File: config.mk
export PLATFORM = sky130hd
export DESIGN_NAME = amp_i2c_control_diag
export DESIGN_NICKNAME = d
export VERILOG_FILES = /design/src/amp_ctrl_pkg.sv /design/src/sync2.sv /design/src/diag_channel.sv /design/src/amp_i2c_control_diag.sv
export SDC_FILE = /design/constraint.sdc
export NUM_CORES = 1
export LEC_CHECK = 0
export BUFFER_PORTS_ARGS = -buffer_cell sky130_fd_sc_hd__buf_2
export CORE_MARGIN = 1
export CORE_UTILIZATION = 29
export CTS_BUF_LIST = sky130_fd_sc_hd__clkbuf_8
export CTS_CLUSTER_DIAMETER = 50
export DETAILED_ROUTE_END_ITERATION = 8
export PLACE_DENSITY = 0.57
export SYNTH_ARGS = -nofsm -noshare
export SYNTH_HDL_FRONTEND = slang
export SYNTH_HIERARCHICAL = 1
export SYNTH_SLANG_ARGS = --single-unit
File: constraint.sdc
create_clock -name clock_i -period 2.9 [get_ports clock_i]
set_clock_uncertainty 0.05 [all_clocks]
set_input_delay 0.29 -clock clock_i [delete_from_list [all_inputs] [get_ports clock_i]]
set_output_delay 0.29 -clock clock_i [all_outputs]
set_load 0.01 [all_outputs]
File: src/amp_ctrl_pkg.sv
// Package: constants, types and field layout of the amplifier serial control block
//
// Functional notes
// - Answer address 11010 plus two strap bits
// - Read returns diagnostic one then diagnostic two
// - Control one bit 6 enables load diagnostics
// - Control one bit 5 enables offset detection
// - Bit 4 gain select, bit 0 clip threshold
// - Play needs mute pin high and unmute bit
// - Control two bit 4 low means standby
// - Control two bit 3 selects line-driver thresholds
// - Control two bit 1 selects high efficiency
// - Diagnostic one bit 7 shows thermal warning
// - Diagnostic one bit 6 shows cycle terminated
// - Bit 4 shows permanent versus turn-on diagnostic
// - Bits 3,1,0 flag short load, supply, ground
// - Bit 2 shows open load or offset
// - Diagnostic two bit 7 shows offset active
// - Strap low ignores bus, pins control amplifier
// - Standby pin low always switches off
// - Bus off: pins select mute and mode
// - Offset-stop read valid only in bit 2
// - Each read restarts cycles, shows previous results; code restarts only after a two-byte read
// - Offset must persist from previous read onward
package amp_ctrl_pkg;

  // ****************************************************************
  // Address and field positions
  // ****************************************************************
  localparam logic [4:0] ADDR_FIXED      = 5'h1A;  // Upper five address bits
  localparam int         C1_DIAG_EN      = 6;
  localparam int         C1_OFFSET_EN    = 5;
  localparam int         C1_GAIN_LOW     = 4;
  localparam int         C1_UNMUTE       = 2;
  localparam int         C1_CLIP_HIGH    = 0;
  localparam int         C2_STANDBY_OFF  = 4;
  localparam int         C2_LINE_DRIVER  = 3;
  localparam int         C2_HIGH_EFF     = 1;
  localparam logic [7:0] C1_USED_MASK    = 8'h75;  // Bits kept on write
  localparam logic [7:0] C2_USED_MASK    = 8'h1A;
  localparam logic [7:0] CTRL_RESET      = 8'h00;  // Standby, muted, diagnostics off

  // ****************************************************************
  // Carrier types
  // ****************************************************************
  typedef struct packed {
    logic thermal_warning;   // Die at or above warning level
    logic short_load;        // Per channel faults below
    logic short_supply;
    logic short_ground;
    logic open_load;
    logic offset;
    logic permanent;         // Permanent diagnostic active on channel
  } fault_in_t;

  typedef struct packed {
    logic diag_enable;
    logic offset_enable;
    logic gain_low;
    logic clip_high;
    logic line_driver;
    logic play;
    logic operate;
    logic high_efficiency;
  } amp_cmd_t;

  typedef enum logic [2:0] {
    ST_IDLE  = 3'b000,
    ST_ADDR  = 3'b001,
    ST_WACK  = 3'b010,
    ST_WRITE = 3'b011,
    ST_READ  = 3'b100,
    ST_RACK  = 3'b101
  } bus_state_t;

endpackage : amp_ctrl_pkg

File: src/sync2.sv
// Two-stage synchroniser for one level from outside the clock domain
`timescale 1ns/1ps
`default_nettype none
module sync2
  import amp_ctrl_pkg::*;
(
  input  wire logic clock_i,
  input  wire logic rst_b_i,
  input  wire logic async_i,
  output var  logic sync_o
);
  logic meta;  // First stage, read only by the second

  // ****************************************************************
  // Two flip-flops in series
  // ****************************************************************
  always_ff @(posedge clock_i)
  begin
    if (!rst_b_i)
    begin
      meta   <= 1'b0;
      sync_o <= 1'b0;
    end
    else
    begin
      meta   <= async_i;
      sync_o <= meta;
    end
  end
endmodule : sync2
`default_nettype wire

File: src/diag_channel.sv
// Per channel diagnostic latch: builds bits 4..0 of one diagnostic byte
`timescale 1ns/1ps
`default_nettype none
module diag_channel
  import amp_ctrl_pkg::*;
(
  input  wire logic       clock_i,
  input  wire logic       rst_b_i,
  input  wire logic       short_load_i,
  input  wire logic       short_supply_i,
  input  wire logic       short_ground_i,
  input  wire logic       open_load_i,
  input  wire logic       offset_i,
  input  wire logic       permanent_i,
  input  wire logic       diag_enable_i,
  input  wire logic       offset_enable_i,
  input  wire logic       restart_i,      // Read finished: publish and restart
  output var  logic [4:0] byte_o          // Bits 4..0 of the diagnostic byte
);
  logic keep_sl;   // Fault seen steady since last restart
  logic keep_sv;
  logic keep_sg;
  logic keep_ol;
  logic keep_of;   // Offset persisted over the whole interval

  // ****************************************************************
  // Persistence tracking over one cycle
  // ****************************************************************
  // A fault only counts if it held throughout the interval; any gap clears it
  always_ff @(posedge clock_i)
  begin
    if (!rst_b_i || restart_i)
    begin
      keep_sl <= 1'b1;
      keep_sv <= 1'b1;
      keep_sg <= 1'b1;
      keep_ol <= 1'b1;
      keep_of <= 1'b1;
    end
    else
    begin
      keep_sl <= keep_sl & short_load_i;
      keep_sv <= keep_sv & short_supply_i;
      keep_sg <= keep_sg & short_ground_i;
      keep_ol <= keep_ol & open_load_i;
      keep_of <= offset_enable_i ? (keep_of & offset_i) : 1'b1;
    end
  end

  // ****************************************************************
  // Published byte, taken from the previous cycle
  // ****************************************************************
  // Results only change at a read, so new state needs a second read
  always_ff @(posedge clock_i)
  begin
    if (!rst_b_i)
    begin
      byte_o <= 5'h00;
    end
    else if (restart_i)
    begin
      byte_o[4] <= permanent_i;
      byte_o[3] <= diag_enable_i & keep_sl & short_load_i;
      byte_o[1] <= diag_enable_i & keep_sv & short_supply_i;
      byte_o[0] <= diag_enable_i & keep_sg & short_ground_i;
      // Offset test overrides open load report while it runs
      byte_o[2] <= offset_enable_i ? (keep_of & offset_i)
                                   : (diag_enable_i & keep_ol & open_load_i);
    end
  end
endmodule : diag_channel
`default_nettype wire

File: src/amp_i2c_control_diag.sv
// Top: serial control slave, command decode and diagnostic readback
`timescale 1ns/1ps
`default_nettype none
module amp_i2c_control_diag
  import amp_ctrl_pkg::*;
(
  input  wire logic      clock_i,
  input  wire logic      rst_b_i,
  input  wire logic      scl_i,            // Bus clock, sampled
  input  wire logic      sda_i,            // Bus data level
  output var  logic      sda_o,            // Always low when driving
  output var  logic      sda_oe_o,         // High while pulling data low
  input  wire logic [1:0] addr_sel_i,      // Address select straps
  input  wire logic      bus_enable_i,     // Interface enable strap
  input  wire logic      standby_pin_i,    // Standby pin above operate level
  input  wire logic      standby_he_i,     // Standby pin above high efficiency level
  input  wire logic      mute_pin_i,       // Mute pin above play level
  input  wire fault_in_t ch1_i,            // Channel 1 fault flags
  input  wire fault_in_t ch2_i,            // Channel 2 fault flags
  input  wire logic      diag_done_i,      // Diagnostic cycle terminated
  output var  amp_cmd_t  cmd_o,            // Amplifier controls
  output var  logic [7:0] diag_byte_one_o, // Last published diagnostic bytes
  output var  logic [7:0] diag_byte_two_o
);
  // ****************************************************************
  // Synchronised inputs
  // ****************************************************************
  logic scl_s;        // Synchronised bus clock
  logic sda_s;        // Synchronised bus data
  logic en_s;         // Synchronised strap
  logic sb_s;         // Synchronised standby level
  logic he_s;         // Synchronised high efficiency level
  logic mute_s;       // Synchronised mute level
  logic scl_d;        // Previous bus clock
  logic sda_d;        // Previous bus data

  sync2 u_sync_scl  (.clock_i(clock_i), .rst_b_i(rst_b_i), .async_i(scl_i),
                     .sync_o(scl_s));
  sync2 u_sync_sda  (.clock_i(clock_i), .rst_b_i(rst_b_i), .async_i(sda_i),
                     .sync_o(sda_s));
  sync2 u_sync_en   (.clock_i(clock_i), .rst_b_i(rst_b_i), .async_i(bus_enable_i),
                     .sync_o(en_s));
  sync2 u_sync_sb   (.clock_i(clock_i), .rst_b_i(rst_b_i), .async_i(standby_pin_i),
                     .sync_o(sb_s));
  sync2 u_sync_he   (.clock_i(clock_i), .rst_b_i(rst_b_i), .async_i(standby_he_i),
                     .sync_o(he_s));
  sync2 u_sync_mute (.clock_i(clock_i), .rst_b_i(rst_b_i), .async_i(mute_pin_i),
                     .sync_o(mute_s));

  // ****************************************************************
  // Edge and condition detection
  // ****************************************************************
  logic scl_rise;
  logic scl_fall;
  logic start_c;
  logic stop_c;

  // Delayed copies taken from synchronised signals only
  always_ff @(posedge clock_i)
  begin
    if (!rst_b_i)
    begin
      scl_d <= 1'b1;
      sda_d <= 1'b1;
    end
    else
    begin
      scl_d <= scl_s;
      sda_d <= sda_s;
    end
  end

  assign scl_rise = scl_s & ~scl_d;
  assign scl_fall = ~scl_s & scl_d;
  assign start_c  = scl_s & scl_d & sda_d & ~sda_s;
  assign stop_c   = scl_s & scl_d & ~sda_d & sda_s;

  // ****************************************************************
  // Bus state machine
  // ****************************************************************
  bus_state_t state;        // Protocol phase
  logic [2:0] bit_cnt;      // Bits left after the current one in byte
  logic [7:0] shift;        // Receive shift register
  logic [7:0] tx;           // Transmit shift register
  logic       byte_idx;     // Second byte of a read transfer
  logic       is_read;      // Current transfer reads
  logic       read_done;    // Read ended: second byte sent or master declined
  logic       restart;      // One-cycle pulse at end of a two-byte read
  logic [7:0] ctrl_one;     // control_byte_one register
  logic [7:0] ctrl_two;     // control_byte_two register
  logic       addr_hit;
  logic       master_nack;  // Master declined more data
  logic       addr_lead;    // Start's own clock fall still pending

  assign addr_hit = (shift[7:3] == ADDR_FIXED) && (shift[2:1] == addr_sel_i);

  // Protocol sequencing; a strap low holds the slave idle
  always_ff @(posedge clock_i)
  begin
    if (!rst_b_i || !en_s)
    begin
      state       <= ST_IDLE;
      bit_cnt     <= 3'h7;
      shift       <= 8'h00;
      byte_idx    <= 1'b0;
      is_read     <= 1'b0;
      read_done   <= 1'b0;
      master_nack <= 1'b0;
      addr_lead   <= 1'b0;
    end
    else if (start_c)
    begin
      // Repeated start also lands here
      state     <= ST_ADDR;
      bit_cnt   <= 3'h7;
      byte_idx  <= 1'b0;
      addr_lead <= 1'b1;
      read_done <= 1'b0;
    end
    else if (stop_c)
    begin
      state <= ST_IDLE;
    end
    else
    begin
      case (state)
        ST_IDLE:
        begin
          bit_cnt <= 3'h7;
        end
        ST_ADDR, ST_WRITE:
        begin
          if (scl_rise)
          begin
            shift <= {shift[6:0], sda_s};
          end
          if (scl_fall && addr_lead)
          begin
            addr_lead <= 1'b0;  // Fall closing the start carries no bit
          end
          else if (scl_fall)
          begin
            if (bit_cnt == 3'h0)
            begin
              if (state == ST_ADDR)
              begin
                if (addr_hit)
                begin
                  state   <= ST_WACK;
                  is_read <= shift[0];
                end
                else
                begin
                  state <= ST_IDLE;  // Not ours: stay silent
                end
              end
              else
              begin
                state <= ST_WACK;
              end
            end
            else
            begin
              bit_cnt <= bit_cnt - 3'h1;
            end
          end
        end
        ST_WACK:
        begin
          if (scl_fall)
          begin
            bit_cnt <= 3'h7;
            if (is_read)
            begin
              state <= ST_READ;
            end
            else if (shift != 8'h00 && byte_idx == 1'b1 && read_done)
            begin
              state <= ST_IDLE;
            end
            else
            begin
              state <= ST_WRITE;
            end
          end
        end
        ST_READ:
        begin
          if (scl_fall)
          begin
            if (bit_cnt == 3'h0)
            begin
              state <= ST_RACK;
            end
            else
            begin
              bit_cnt <= bit_cnt - 3'h1;
            end
          end
        end
        ST_RACK:
        begin
          if (scl_rise)
          begin
            master_nack <= sda_s;
          end
          if (scl_fall)
          begin
            bit_cnt <= 3'h7;
            if (byte_idx || master_nack)
            begin
              read_done <= 1'b1;
              state     <= ST_IDLE;
            end
            else
            begin
              byte_idx <= 1'b1;
              state    <= ST_READ;
            end
          end
        end
        default:
        begin
          state <= ST_IDLE;
        end
      endcase
    end
  end

  // ****************************************************************
  // Write byte counting and control registers
  // ****************************************************************
  logic wr_take;   // Data byte complete in write phase
  logic wr_first;  // Next written byte is control one
  logic wr_second_seen;  // Control two already taken

  assign wr_take = (state == ST_WRITE) && scl_fall && (bit_cnt == 3'h0);

  // Bytes after the second are ignored
  always_ff @(posedge clock_i)
  begin
    if (!rst_b_i)
    begin
      wr_first <= 1'b1;
      ctrl_one <= CTRL_RESET;
      ctrl_two <= CTRL_RESET;
    end
    else
    begin
      if (start_c)
      begin
        wr_first <= 1'b1;
      end
      else if (wr_take)
      begin
        wr_first <= 1'b0;
      end
      if (wr_take && wr_first)
      begin
        ctrl_one <= shift & C1_USED_MASK;
      end
      else if (wr_take && !wr_first && !wr_second_seen)
      begin
        ctrl_two <= shift & C2_USED_MASK;
      end
    end
  end

  // Track second write byte to stop extra writes
  always_ff @(posedge clock_i)
  begin
    if (!rst_b_i || start_c)
    begin
      wr_second_seen <= 1'b0;
    end
    else if (wr_take && !wr_first)
    begin
      wr_second_seen <= 1'b1;
    end
  end

  // ****************************************************************
  // Diagnostic channels and readback
  // ****************************************************************
  logic [4:0] ch1_byte;
  logic [4:0] ch2_byte;
  logic       thermal_pub;   // Thermal bit, published
  logic       done_pub;      // Cycle terminated bit, published

  diag_channel u_ch1 (
    .clock_i         (clock_i),
    .rst_b_i         (rst_b_i),
    .short_load_i    (ch1_i.short_load),
    .short_supply_i  (ch1_i.short_supply),
    .short_ground_i  (ch1_i.short_ground),
    .open_load_i     (ch1_i.open_load),
    .offset_i        (ch1_i.offset),
    .permanent_i     (ch1_i.permanent),
    .diag_enable_i   (ctrl_one[C1_DIAG_EN]),
    .offset_enable_i (ctrl_one[C1_OFFSET_EN]),
    .restart_i       (restart),
    .byte_o          (ch1_byte)
  );

  diag_channel u_ch2 (
    .clock_i         (clock_i),
    .rst_b_i         (rst_b_i),
    .short_load_i    (ch2_i.short_load),
    .short_supply_i  (ch2_i.short_supply),
    .short_ground_i  (ch2_i.short_ground),
    .open_load_i     (ch2_i.open_load),
    .offset_i        (ch2_i.offset),
    .permanent_i     (ch2_i.permanent),
    .diag_enable_i   (ctrl_one[C1_DIAG_EN]),
    .offset_enable_i (ctrl_one[C1_OFFSET_EN]),
    .restart_i       (restart),
    .byte_o          (ch2_byte)
  );

  // Restart pulse when the acknowledge slot of the second diagnostic byte ends
  always_ff @(posedge clock_i)
  begin
    if (!rst_b_i)
    begin
      restart     <= 1'b0;
      thermal_pub <= 1'b0;
      done_pub    <= 1'b0;
    end
    else
    begin
      restart <= (state == ST_RACK) && scl_fall && byte_idx;
      if (restart)
      begin
        thermal_pub <= ch1_i.thermal_warning;
        done_pub    <= diag_done_i;
      end
    end
  end

  // Assembled bytes; don't-care bits stay zero
  always_ff @(posedge clock_i)
  begin
    if (!rst_b_i)
    begin
      diag_byte_one_o <= 8'h00;
      diag_byte_two_o <= 8'h00;
    end
    else
    begin
      diag_byte_one_o <= {thermal_pub, done_pub, 1'b0, ch1_byte};
      diag_byte_two_o <= {ctrl_one[C1_OFFSET_EN], 2'b00, ch2_byte};
    end
  end

  // Transmit shift loads on entering each read byte
  always_ff @(posedge clock_i)
  begin
    if (!rst_b_i)
    begin
      tx <= 8'h00;
    end
    else if (state == ST_WACK && scl_fall && is_read)
    begin
      tx <= diag_byte_one_o;
    end
    else if (state == ST_RACK && scl_fall && !byte_idx)
    begin
      tx <= diag_byte_two_o;
    end
    else if (state == ST_READ && scl_fall)
    begin
      tx <= {tx[6:0], 1'b0};
    end
  end

  // ****************************************************************
  // Data line drive
  // ****************************************************************
  // Open drain: only ever pulls low; released for every one
  always_ff @(posedge clock_i)
  begin
    if (!rst_b_i)
    begin
      sda_o    <= 1'b0;
      sda_oe_o <= 1'b0;
    end
    else
    begin
      sda_o <= 1'b0;
      case (state)
        ST_WACK:  sda_oe_o <= 1'b1;
        ST_READ:  sda_oe_o <= ~tx[7];
        default:  sda_oe_o <= 1'b0;
      endcase
    end
  end

  // ****************************************************************
  // Amplifier command decode
  // ****************************************************************
  // Pin standby low wins over the bus standby, unmute and high efficiency bits; other controls follow the bus while the strap is high, cleared while it is low
  always_ff @(posedge clock_i)
  begin
    if (!rst_b_i)
    begin
      cmd_o <= '0;
    end
    else if (en_s)
    begin
      cmd_o.diag_enable     <= ctrl_one[C1_DIAG_EN];
      cmd_o.offset_enable   <= ctrl_one[C1_OFFSET_EN];
      cmd_o.gain_low        <= ctrl_one[C1_GAIN_LOW];
      cmd_o.clip_high       <= ctrl_one[C1_CLIP_HIGH];
      cmd_o.line_driver     <= ctrl_two[C2_LINE_DRIVER];
      cmd_o.operate         <= sb_s & ctrl_two[C2_STANDBY_OFF];
      cmd_o.play            <= sb_s & ctrl_two[C2_STANDBY_OFF]
                               & mute_s & ctrl_one[C1_UNMUTE];
      cmd_o.high_efficiency <= sb_s & ctrl_two[C2_HIGH_EFF];
    end
    else
    begin
      cmd_o.diag_enable     <= 1'b0;
      cmd_o.offset_enable   <= 1'b0;
      cmd_o.gain_low        <= 1'b0;
      cmd_o.clip_high       <= 1'b0;
      cmd_o.line_driver     <= 1'b0;
      cmd_o.operate         <= sb_s;
      cmd_o.play            <= sb_s & mute_s;
      cmd_o.high_efficiency <= sb_s & he_s;
    end
  end
endmodule : amp_i2c_control_diag
`default_nettype wire

==> results.py, run 1 <==
metrics = {
    "outcome": {
        "outcome": "finished, final reports clean",
    },
    "clocking": {
        "cts_hold_buf": 0,
        "ctsResizeCount": 0,
        "cts_tree": "yes",
        "htreeDepth": 3,
        "cts_made_buffers": 9,
        "path_clk_slew_ns": 0.10,
        "post-cts-setup-buffers": 0,
        "cts.sinks": 96,
        "root_buffer": "clkbuf_8",
        "cts_buffer_depth": 2,
        "insertion_delay_ns": 0.37,
    },
    "placed_design": {
        "place_congestion": 0.7855,
        "io_buffer_count": 45,
        "hpwl_um": 5614,
        "pre_cts_ws_ns": 0.7873,
    },
    "logic_synthesis": {
        "yosysWarnings": 6,
        "yosysSeqAreaShare_pct": 50.26,
        "yosysMostFrequentCell": "dfxtp_1",
        "postSynthCellCount": 408,
        "synth-main-ff-cell": "dfxtp_1",
        "yosys-top-cells-count": "96 x dfxtp_1, 52 x nand2_1, 27 x and2_1",
        "synthArstFlopShare_pct": 0,
        "synth-seq-cells": 96,
        "synth.area.top_cells": "dfxtp_1 50%, nand2_1 5.1%, and2_1 4.4%",
        "synth_cell_types": 53,
        "synth_edf_count": 0,
        "yosysTopAreaCell": "dfxtp_1",
        "syn-cell-area_um2": 3824,
        "yosysTopAreaCellShare_pct": 50.26,
        "synth_area_per_cell_um2": 9.372,
    },
    "finish": {
        "final.fill_count": 1351,
        "drive_above_1_share_pct": 18.14,
        "multi_input_area_um2": 1723,
        "ff_latch_area_um2": 1922,
        "syn2layout_area_growth_pct": 13.74,
        "fin_nets": 474,
        "antennaDiodeCount": 0,
    },
    "floorplan": {
        "die_area_um2": 13650,
        "io_pins": 51,
        "die_w_um": 116.8,
        "dieHeight_um": 116.8,
        "row_count": 41,
        "coreArea_um2": 12720,
        "initial_utilization_pct": 30.06,
    },
    "worst_setup_path": {
        "cpPeakStageDelay_ns": 0.69,
        "rr_worst_depth": 5,
        "path_buf_inv": 0,
        "worstSetupPathType": "flip-flop to flip-flop",
        "worstReg2RegStart": "scl_d$_SDFF_PN1_",
        "timing.critical_path.max_delay_family": "compound AO/OA/AOI/OAI gates",
        "critPathLaunchType": "flip-flop",
        "crit_path_max_fanout": 10,
        "rrSetupSlack_ns": 0.73,
        "crit_path_end_kind": "flip-flop",
        "cp_cell_sequence": "nor2b_1 -> a32oi_1 -> a21oi_2 -> nand2_1 -> a221o_1",
        "critPathArrivalTime_ns": 2.37,
        "cpMaxStageDelayCell": "nor2b_1",
        "cp_data_required_time_ns": 3.11,
        "rr_endpoint": "bit_cnt[2]$_SDFFE_PP1P_",
    },
    "grt": {
        "grt_max_degree": 40,
        "gr-total-overflow": 0,
        "grt_usage_pct": 12.85,
        "grt_pass1_wl_um": 13580,
        "antenna_found_initial": 0,
        "grt_pass1_vias": 2775,
    },
    "detailed_routing": {
        "vias": 2865,
        "drt_first_pass_iters": 4,
        "wirelength_um": 8034,
        "drcViolationCount": 0,
        "viasPerCell": 4.591,
        "antenna_left": 0,
        "wl_per_cell_um": 12.88,
        "dr.first_iter.drc_count": 159,
    },
    "worst_hold_path": {
        "min_from": "scl_i",
        "hold_depth": 2,
        "hold_path_end": "u_sync_scl/meta$_SDFF_PN0_",
        "min_path_type": "input pin to flip-flop",
    },
    "pwr": {
        "pwr-share-clk_pct": 36.9,
        "netSwitchingPower_uw": 556.0,
        "cellInternalPower_mw": 1.697,
        "vdd_drop_max_mv": 0.2392,
        "pwr-share-comb_pct": 3.3,
        "power.total_mw": 2.253,
        "p_per_area_nw_per_um2": 518.0,
        "netSwitchingFraction_pct": 24.68,
        "leakagePower_nw": 1.722,
        "seqPwrFrac_pct": 59.7,
    },
    "sta": {
        "tightest_slew_ns": 0.9319,
        "grt_setup_unrepaired": "no",
        "setup_viol": 0,
        "final_hold_viol_count": 0,
        "maxSlewViolCount": 0,
        "fin_crit_sh_pct": 74.66,
        "post-route-min-period_ns": 2.165,
        "timing.final.ws_setup_ns": 0.7350,
        "slew_headroom_pct": 37.79,
        "fmax_mhz": 461.9,
        "setup-tns-final_ns": 0,
    },
    "job": {
        "drv_cap": 0,
    },
}
==> through the flow <==
| step | util (%) | instances | area [um^2] | hold slack (ns) |
|---|---|---|---|---|
| final | 34.19 | 624 | 4349 | 0.06547 |
| after global routing | 34.19 | 624 | 4349 | 0.05380 |
| after CTS | 34.19 | 624 | 4349 | 0.05277 |
| after detailed placement | 32.70 | 608 | 4160 | 0.3625 |
| after global placement | 32.70 | 608 | 4160 | 0.3587 |
| after floorplan | - | 411 | 3835 | 0.3431 |
==> power groups by stage <==
| stage | Clock (mW) | Combinational (mW) | Sequential (mW) |
|---|---|---|---|
| floorplan | 0 | 0.0500 | 1.37 |
| global placement | 0 | 0.0740 | 1.38 |
| detailed placement | 0 | 0.0762 | 1.38 |
| CTS | 0.860 | 0.0765 | 1.35 |
| global route | 0.917 | 0.0847 | 1.35 |
| finish | 0.832 | 0.0752 | 1.35 |
==> state kept, by name, indices dropped and copies added, names as in the netlist, 5 cells and up <==
name	cells
ctrl_one	5
diag_byte_one_o	7
tx	8
u_ch1/byte_o	5
cmd_o	8
shift	8
diag_byte_two_o	6
u_ch2/byte_o	5
==> layer usage <==
metal	GRT usage, %	vias up	part of all wire (%)
met5	0	-	0
met4	5.148	0	1.3
met3	2.884	9	3.8
met2	20.32	62	45
met1	17.02	1316	50
li1	-	1478	-
==> worst max-delay path by stage <==
| stage | slack (ns) | to | cells after the start | startpoint |
|---|---|---|---|---|
| after CTS | 0.78 | bit_cnt[2]$_SDFFE_PP1P_ | 5 | scl_d$_SDFF_PN1_ |
| after global placement | 0.86 | bit_cnt[2]$_SDFFE_PP1P_ | 5 | scl_d$_SDFF_PN1_ |
| after global routing | 0.57 | bit_cnt[0]$_SDFFE_PP1P_ | 5 | scl_d$_SDFF_PN1_ |
| after floorplan | 1.23 | ctrl_one[6]$_SDFFE_PN0P_ | 9 | bit_cnt[0]$_SDFFE_PP1P_ |
| final | 0.73 | bit_cnt[2]$_SDFFE_PP1P_ | 5 | scl_d$_SDFF_PN1_ |
| after detailed placement | 0.79 | bit_cnt[2]$_SDFFE_PP1P_ | 5 | scl_d$_SDFF_PN1_ |
==> worst register-to-register path: cells and delay by family, from the launching register on <==
kind | cells | cell delay (ns)
compound gates | 3 | 0.81
flops | 1 | 0.42
simple gates | 2 | 0.78
==> logic make-up after synthesis <==
group	count (synthesis)	synth area share (%)
compound gates	82	14.40
xor+xnor	3	0.6873
fa+ha+maj	2	0.6543
buf+inv	36	4.973
flops	96	50.26
mux	13	3.403
other cells	1	0.09807
simple gates	175	25.52
==> placed cells by master (no fill, tap or decap), drive strengths merged, types with 2 or more instances in the layout <==
master  instances
o211ai          7
nor2           18
nand2b         10
a31oi           4
nor4            2
nor2b          18
nand2          52
clkbuf          9
inv            15
and3            9
and4b           2
nand4b          3
clkinv          4
xnor2           2
o22ai           7
a21oi          27
nand4           9
nor3            6
conb            4
ha              2
buf            49
nand3          13
o21ai          14
and2           27
a21o            2
mux2i          13
dfxtp          96
a21boi         11
==> layout make-up <==
| type | instances | share of cell area, % |
|---|---|---|
| sequential | 96 | 44.19 |
| multi-input combinational | 279 | 39.61 |
| timing repair buffer | 49 | 5.869 |
| tap | 172 | 4.948 |
| clock buffer | 9 | 2.848 |
| clock inverter | 7 | 1.496 |
| inverter | 12 | 1.036 |
(Power assumes the default switching activity.)
==> run 2, diff against run 1 <==
--- a/config.mk
+++ b/config.mk
@@ -11,7 +11,7 @@
 export CTS_BUF_LIST = sky130_fd_sc_hd__clkbuf_8
 export CTS_CLUSTER_DIAMETER = 50
 export DETAILED_ROUTE_END_ITERATION = 8
-export PLACE_DENSITY = 0.57
+export PLACE_DENSITY = 0.58
 export SYNTH_ARGS = -nofsm -noshare
 export SYNTH_HDL_FRONTEND = slang
 export SYNTH_HIERARCHICAL = 1
==> constraint.sdc (replaced) <==
create_clock -name clock_i -period 1.9 [get_ports clock_i]
set_clock_uncertainty 0.05 [all_clocks]
set_input_delay 0.19 -clock clock_i [delete_from_list [all_inputs] [get_ports clock_i]]
set_output_delay 0.19 -clock clock_i [all_outputs]
set_load 0.01 [all_outputs]
==> run 2 against run 1 <==
Clock power rose by 65%. Final cell count is 3.8% higher. Sequential power up 52%. Power is 59% higher. Core utilization up 2.1 points. Clock-buffer cell count up 2. Critical endpoint is now state[2]$_SDFFE_PP0P_.
==> results.py, run 2 (synthesized netlist as in run 1, its figures left out) <==
metrics = {
    "outcome": {
        "outcome": "finished, final reports clean",
    },
    "pwr": {
        "seqPwrFrac_pct": 57.4,
        "p_per_area_nw_per_um2": 774.1,
        "power.total_mw": 3.574,
        "pwr-share-clk_pct": 38.4,
        "vdd_drop_max_mv": 0.5845,
        "netSwitchingFraction_pct": 21.87,
        "netSwitchingPower_uw": 781.7,
        "cellInternalPower_mw": 2.792,
        "leakagePower_nw": 1.852,
        "pwr-share-comb_pct": 4.2,
    },
    "job": {
        "drv_cap": 0,
    },
    "detailed_routing": {
        "drt_first_pass_iters": 4,
        "wirelength_um": 8115,
        "vias": 2974,
        "dr.first_iter.drc_count": 125,
        "wl_per_cell_um": 12.52,
        "viasPerCell": 4.590,
        "drcViolationCount": 0,
        "antenna_left": 0,
    },
    "floorplan": {
        "io_pins": 51,
        "dieHeight_um": 116.8,
        "die_area_um2": 13650,
        "row_count": 41,
        "die_w_um": 116.8,
        "initial_utilization_pct": 30.06,
        "coreArea_um2": 12720,
    },
    "grt": {
        "grt_usage_pct": 12.99,
        "busiest_layer": "met2",
        "gr-total-overflow": 0,
        "grt_max_degree": 75,
        "gr-usage-met1_pct": 16.99,
        "antenna_found_initial": 0,
        "grt_pass1_wl_um": 13740,
        "grt_pass1_vias": 2848,
        "grt_use_met3_pct": 2.884,
        "grt.met2_usage_pct": 20.20,
    },
    "placed_design": {
        "hpwl_um": 5650,
        "placed_area_um2": 4225,
        "io_buffer_count": 45,
        "place_congestion": 0.8317,
    },
    "sta": {
        "grt_setup_unrepaired": "no",
        "fmax_mhz": 565.4,
        "fin_crit_sh_pct": 93.08,
        "setup-tns-final_ns": 0,
        "final_hold_viol_count": 0,
        "post-route-min-period_ns": 1.769,
        "maxSlewViolCount": 0,
        "setup_viol": 0,
    },
    "finish": {
        "utilization_pct": 36.29,
        "final_area_um2": 4617,
        "largestRegisters": "cmd_o: 8 flops, shift: 8 flops, tx: 8 flops",
        "syn2layout_area_growth_pct": 20.75,
        "antennaDiodeCount": 0,
        "layout_commonest_cell": "dfxtp_1",
        "most-common-layout-cells": "96 x dfxtp_1, 52 x nand2_1, 45 x buf_2",
        "final.fill_count": 1301,
        "drive_above_1_share_pct": 19.75,
        "fin_nets": 498,
    },
    "worst_setup_path": {
        "cp_data_required_time_ns": 2.13,
        "critPathLaunchType": "flip-flop",
        "cp_cell_sequence": "inv_1 -> ha_1 -> nor2b_2 -> buf_4 -> a31oi_1 -> o221ai_2 -> a221oi_1",
        "crit_path_end_kind": "flip-flop",
        "worstSetupPathType": "flip-flop to flip-flop",
        "crit_path_max_fanout": 6,
        "cpPeakStageDelay_ns": 0.35,
        "critPathArrivalTime_ns": 2.00,
        "cpMaxStageDelayCell": "dfxtp_1",
    },
    "clocking": {
        "insertion_delay_ns": 0.37,
        "htreeDepth": 3,
        "cts_made_buffers": 9,
        "cts.sinks": 96,
        "path_clk_slew_ns": 0.09,
        "cts_tree": "yes",
        "cts_buffer_depth": 2,
        "root_buffer": "clkbuf_8",
    },
    "worst_hold_path": {
        "min_path_type": "input pin to flip-flop",
    },
}
==> run 2: changes by cell type in the layout (fill, tap and decap cells not counted), sizes merged <==
cell	change
dlygate4sd3	+15
clkbuf	+2
bufinv	+1
inv	-2
clkinv	-1
buf	+9
==> run 2: stage by stage <==
stage          hold WS (ns)  cells  setup WS (ns)
6_report            0.01401    648         0.1314
5_1_grt             0.02958    648       0.005581
4_1_cts            0.005113    646        0.08125
3_5_place_dp         0.3500    615        0.02101
3_3_place_gp         0.3451    615         0.1124
2_1_floorplan        0.2431    411         0.2322
==> run 2: final timing paths <==
| kind | end | startpoint | slack [ns] | depth (start not counted) |
|---|---|---|---|---|
| worst min register to register | u_sync_sb/sync_o$_SDFF_PN0_ | u_sync_sb/meta$_SDFF_PN0_ | 0.38 | 1 |
| worst max-delay path | state[2]$_SDFFE_PP0P_ | bit_cnt[0]$_SDFFE_PP1P_ | 0.13 | 7 |
| worst max register to register | state[2]$_SDFFE_PP0P_ | bit_cnt[0]$_SDFFE_PP1P_ | 0.13 | 7 |
| worst min-delay path | u_ch1/keep_of$_SDFF_PP1_ | ch1_i[1] | 0.01 | 3 |
==> run 2: power by group through the flow <==
stage               logic, mW  clock network [mW]  registers (mW)
finish                  0.150                1.37            2.05
global route            0.165                1.53            2.06
CTS                     0.150                1.41            2.05
detailed placement      0.126                   0            2.10
global placement        0.123                   0            2.10
floorplan              0.0763                   0            2.10
==> run 2: area by class of cell <==
cell class	instances	area (um^2)	area share (%)
Clock inverter	5	56.30	1.220
Multi-Input combinational cell	279	1742	37.72
Tap cell	172	215.2	4.661
Inverter	12	45.04	0.9756
Clock buffer	11	151.4	3.279
Timing Repair Buffer	73	485.5	10.51
Sequential cell	96	1922	41.63
==> run 2: worst max-delay path: cells and delay by family, from the launching register on <==
kind | cells | cell delay [ns]
adders and majority gates | 1 | 0.21
AOI/OAI and AO/OA | 3 | 0.69
DFF | 1 | 0.35
and+or+nand+nor | 1 | 0.15
buffers and inverters | 2 | 0.24
==> run 2: per-layer routing <==
layer	up-vias	routed length [um]
met3	15	274
met1	1385	4007
li1	1522	-
met2	52	3661
met4	0	171
met5	-	0
==> run 2: repair_timing <==
action / in CTS / in global routing
endpoints found under the setup margin: 1 / 9
hold endpoints to repair: 15 / 0
pin swaps: 0 / 1
resized for setup: 1 / 4
hold buffers: 15 / 0
setup buffers: 0 / 2
==> run 3, diff against run 2 <==
--- a/config.mk
+++ b/config.mk
@@ -6,12 +6,14 @@
 export NUM_CORES = 1
 export LEC_CHECK = 0
 export BUFFER_PORTS_ARGS = -buffer_cell sky130_fd_sc_hd__buf_2
+export CELL_PAD_IN_SITES_DETAIL_PLACEMENT = 0
+export CELL_PAD_IN_SITES_GLOBAL_PLACEMENT = 1
 export CORE_MARGIN = 1
 export CORE_UTILIZATION = 29
-export CTS_BUF_LIST = sky130_fd_sc_hd__clkbuf_8
+export CTS_BUF_LIST = sky130_fd_sc_hd__clkbuf_4 sky130_fd_sc_hd__clkbuf_8
 export CTS_CLUSTER_DIAMETER = 50
 export DETAILED_ROUTE_END_ITERATION = 8
-export PLACE_DENSITY = 0.58
+export PLACE_DENSITY = 0.69
 export SYNTH_ARGS = -nofsm -noshare
 export SYNTH_HDL_FRONTEND = slang
 export SYNTH_HIERARCHICAL = 1
==> run 3 against run 2 <==
First-iteration DRC count increased by 5.6%. Sequential cell count unchanged. Via count decreased by 0.98%.
==> results.py, run 3 (synthesized netlist as in run 1, its figures left out) <==
metrics = {
    "detailed_routing": {
        "antenna_left": 0,
        "viasPerCell": 4.545,
        "wl_per_cell_um": 12.61,
        "wirelength_um": 8169,
        "drcViolationCount": 0,
        "drt_first_pass_iters": 4,
        "dr.first_iter.drc_count": 132,
        "vias": 2945,
    },
    "pwr": {
        "netSwitchingPower_uw": 761.8,
        "pwr-share-comb_pct": 4.2,
        "seqPwrFrac_pct": 55.9,
        "p_per_area_nw_per_um2": 790.3,
        "vdd_drop_max_mv": 0.4772,
        "leakagePower_nw": 1.857,
        "cellInternalPower_mw": 2.906,
        "power.total_mw": 3.667,
        "netSwitchingFraction_pct": 20.77,
        "pwr-share-clk_pct": 39.9,
    },
    "finish": {
        "fin_nets": 499,
        "largestRegisters": "cmd_o: 8 flops, shift: 8 flops, tx: 8 flops",
        "final_area_um2": 4641,
        "antennaDiodeCount": 0,
        "syn2layout_area_growth_pct": 21.37,
        "layout_commonest_cell": "dfxtp_1",
        "most-common-layout-cells": "96 x dfxtp_1, 52 x nand2_1, 45 x buf_2",
        "final_cells": 648,
        "utilization_pct": 36.48,
        "final.fill_count": 1328,
        "drive_above_1_share_pct": 20.17,
    },
    "worst_setup_path": {
        "rrSetupSlack_ns": 0.05,
        "cp_data_required_time_ns": 2.09,
        "path_buf_inv": 3,
        "cp_common_cell": "buf_4",
        "rr_worst_depth": 9,
        "crit_path_end_kind": "flip-flop",
        "cpMaxStageDelayCell": "dfxtp_1",
        "cp-startpoint": "bit_cnt[0]$_SDFFE_PP1P_",
        "timing.critical_path.max_delay_family": "compound AO/OA/AOI/OAI gates",
        "critPathArrivalTime_ns": 2.03,
        "endpoint": "state[0]$_SDFFE_PN0P_",
        "worstReg2RegStart": "bit_cnt[0]$_SDFFE_PP1P_",
        "critPathLaunchType": "flip-flop",
        "cp_cell_sequence": "inv_1 -> ha_1 -> nor2b_2 -> buf_4 -> a31oi_2 -> o221ai_2 -> buf_4 -> a21oi_1 -> o22ai_1",
        "worstSetupPathType": "flip-flop to flip-flop",
        "rr_endpoint": "state[0]$_SDFFE_PN0P_",
        "cp.depth": 9,
        "crit_path_max_fanout": 5,
        "cpPeakStageDelay_ns": 0.33,
    },
    "clocking": {
        "cts_made_buffers": 9,
        "root_buffer": "clkbuf_8",
        "htreeDepth": 3,
        "cts.sinks": 96,
        "cts_tree": "yes",
        "path_clk_slew_ns": 0.09,
        "insertion_delay_ns": 0.35,
        "cts_buffer_depth": 2,
    },
    "sta": {
        "fin_crit_sh_pct": 97.25,
        "grt_setup_unrepaired": "yes",
        "fmax_mhz": 541.2,
        "setup_viol": 0,
        "post-route-min-period_ns": 1.848,
        "maxSlewViolCount": 0,
        "setup-tns-final_ns": 0,
        "final_hold_viol_count": 0,
    },
    "worst_hold_path": {
        "min_path_type": "input pin to flip-flop",
        "min_from": "ch2_i[1]",
    },
    "floorplan": {
        "die_area_um2": 13650,
        "io_pins": 51,
        "die_w_um": 116.8,
        "coreArea_um2": 12720,
        "dieHeight_um": 116.8,
        "row_count": 41,
        "initial_utilization_pct": 30.06,
    },
    "grt": {
        "grt_pass1_wl_um": 13480,
        "grt_pass1_vias": 2788,
        "antenna_found_initial": 0,
        "grt_usage_pct": 12.77,
        "grt_max_degree": 54,
        "gr-total-overflow": 0,
    },
    "job": {
        "drv_cap": 0,
    },
    "outcome": {
        "outcome": "finished, final reports clean",
    },
    "placed_design": {
        "hpwl_um": 5683,
        "io_buffer_count": 45,
        "place_inst": 618,
        "place_congestion": 0.8139,
        "placed_area_um2": 4248,
    },
}
==> run 3: how the worst min path moves through the flow <==
stage	cells after the start	end	slack (ns)
after floorplan	2	u_ch1/keep_sg$_SDFF_PP1_	0.24
after global placement	2	u_sync_en/meta$_SDFF_PN0_	0.35
after detailed placement	2	u_sync_en/meta$_SDFF_PN0_	0.35
after CTS	3	u_ch1/keep_of$_SDFF_PP1_	0.005
after global routing	3	u_ch2/keep_of$_SDFF_PP1_	0.02
final	3	u_ch2/keep_of$_SDFF_PP1_	0.03
==> run 3: per-layer routing <==
metal | global-route usage [%] | vias up | wire length [um]
met5 | 0 | - | 0
met2 | 20.32 | 54 | 3764
met3 | 2.729 | 10 | 324
met1 | 17.09 | 1347 | 3971
met4 | 4.557 | 0 | 109
li1 | - | 1534 | -
==> run 3: power groups by stage <==
| stage | sequential (mW) | clock (mW) | combinational (mW) |
|---|---|---|---|
| after floorplan | 2.10 | 0 | 0.0763 |
| after global placement | 2.10 | 0 | 0.132 |
| after detailed placement | 2.10 | 0 | 0.134 |
| after CTS | 2.05 | 1.52 | 0.157 |
| after global routing | 2.05 | 1.59 | 0.174 |
| final | 2.05 | 1.46 | 0.155 |
==> run 3: stage by stage <==
stage          setup slack, ns  hold WS [ns]
5_1_grt               -0.07202       0.01801
6_report               0.05221       0.02555
3_3_place_gp            0.1146        0.3451
3_5_place_dp           0.07335        0.3518
4_1_cts                0.05424      0.005033
2_1_floorplan           0.2322        0.2431
==> run 3: area by class of cell <==
cell class | instances | area [um^2] | share of cell area, %
inverter | 12 | 45.04 | 0.9706
timing repair buffer | 74 | 490.5 | 10.57
sequential | 96 | 1922 | 41.41
tap | 172 | 215.2 | 4.637
clock buffer | 11 | 145.1 | 3.128
multi-input combinational | 279 | 1747 | 37.64
clock inverter | 4 | 76.32 | 1.645
==> run 3: worst min-delay path, stage by stage <==
cell	delay [ns]
buf_2	0.09
nand2_1	0.05
nand3_1	0.07
==> run 3: repair_timing <==
action / in CTS / in global routing
gates resized for setup: 0 / 5
hold buffers: 14 / 0
hold endpoints to repair: 14 / 0
endpoints found under the setup margin: 0 / 9
setup buffers: 0 / 1
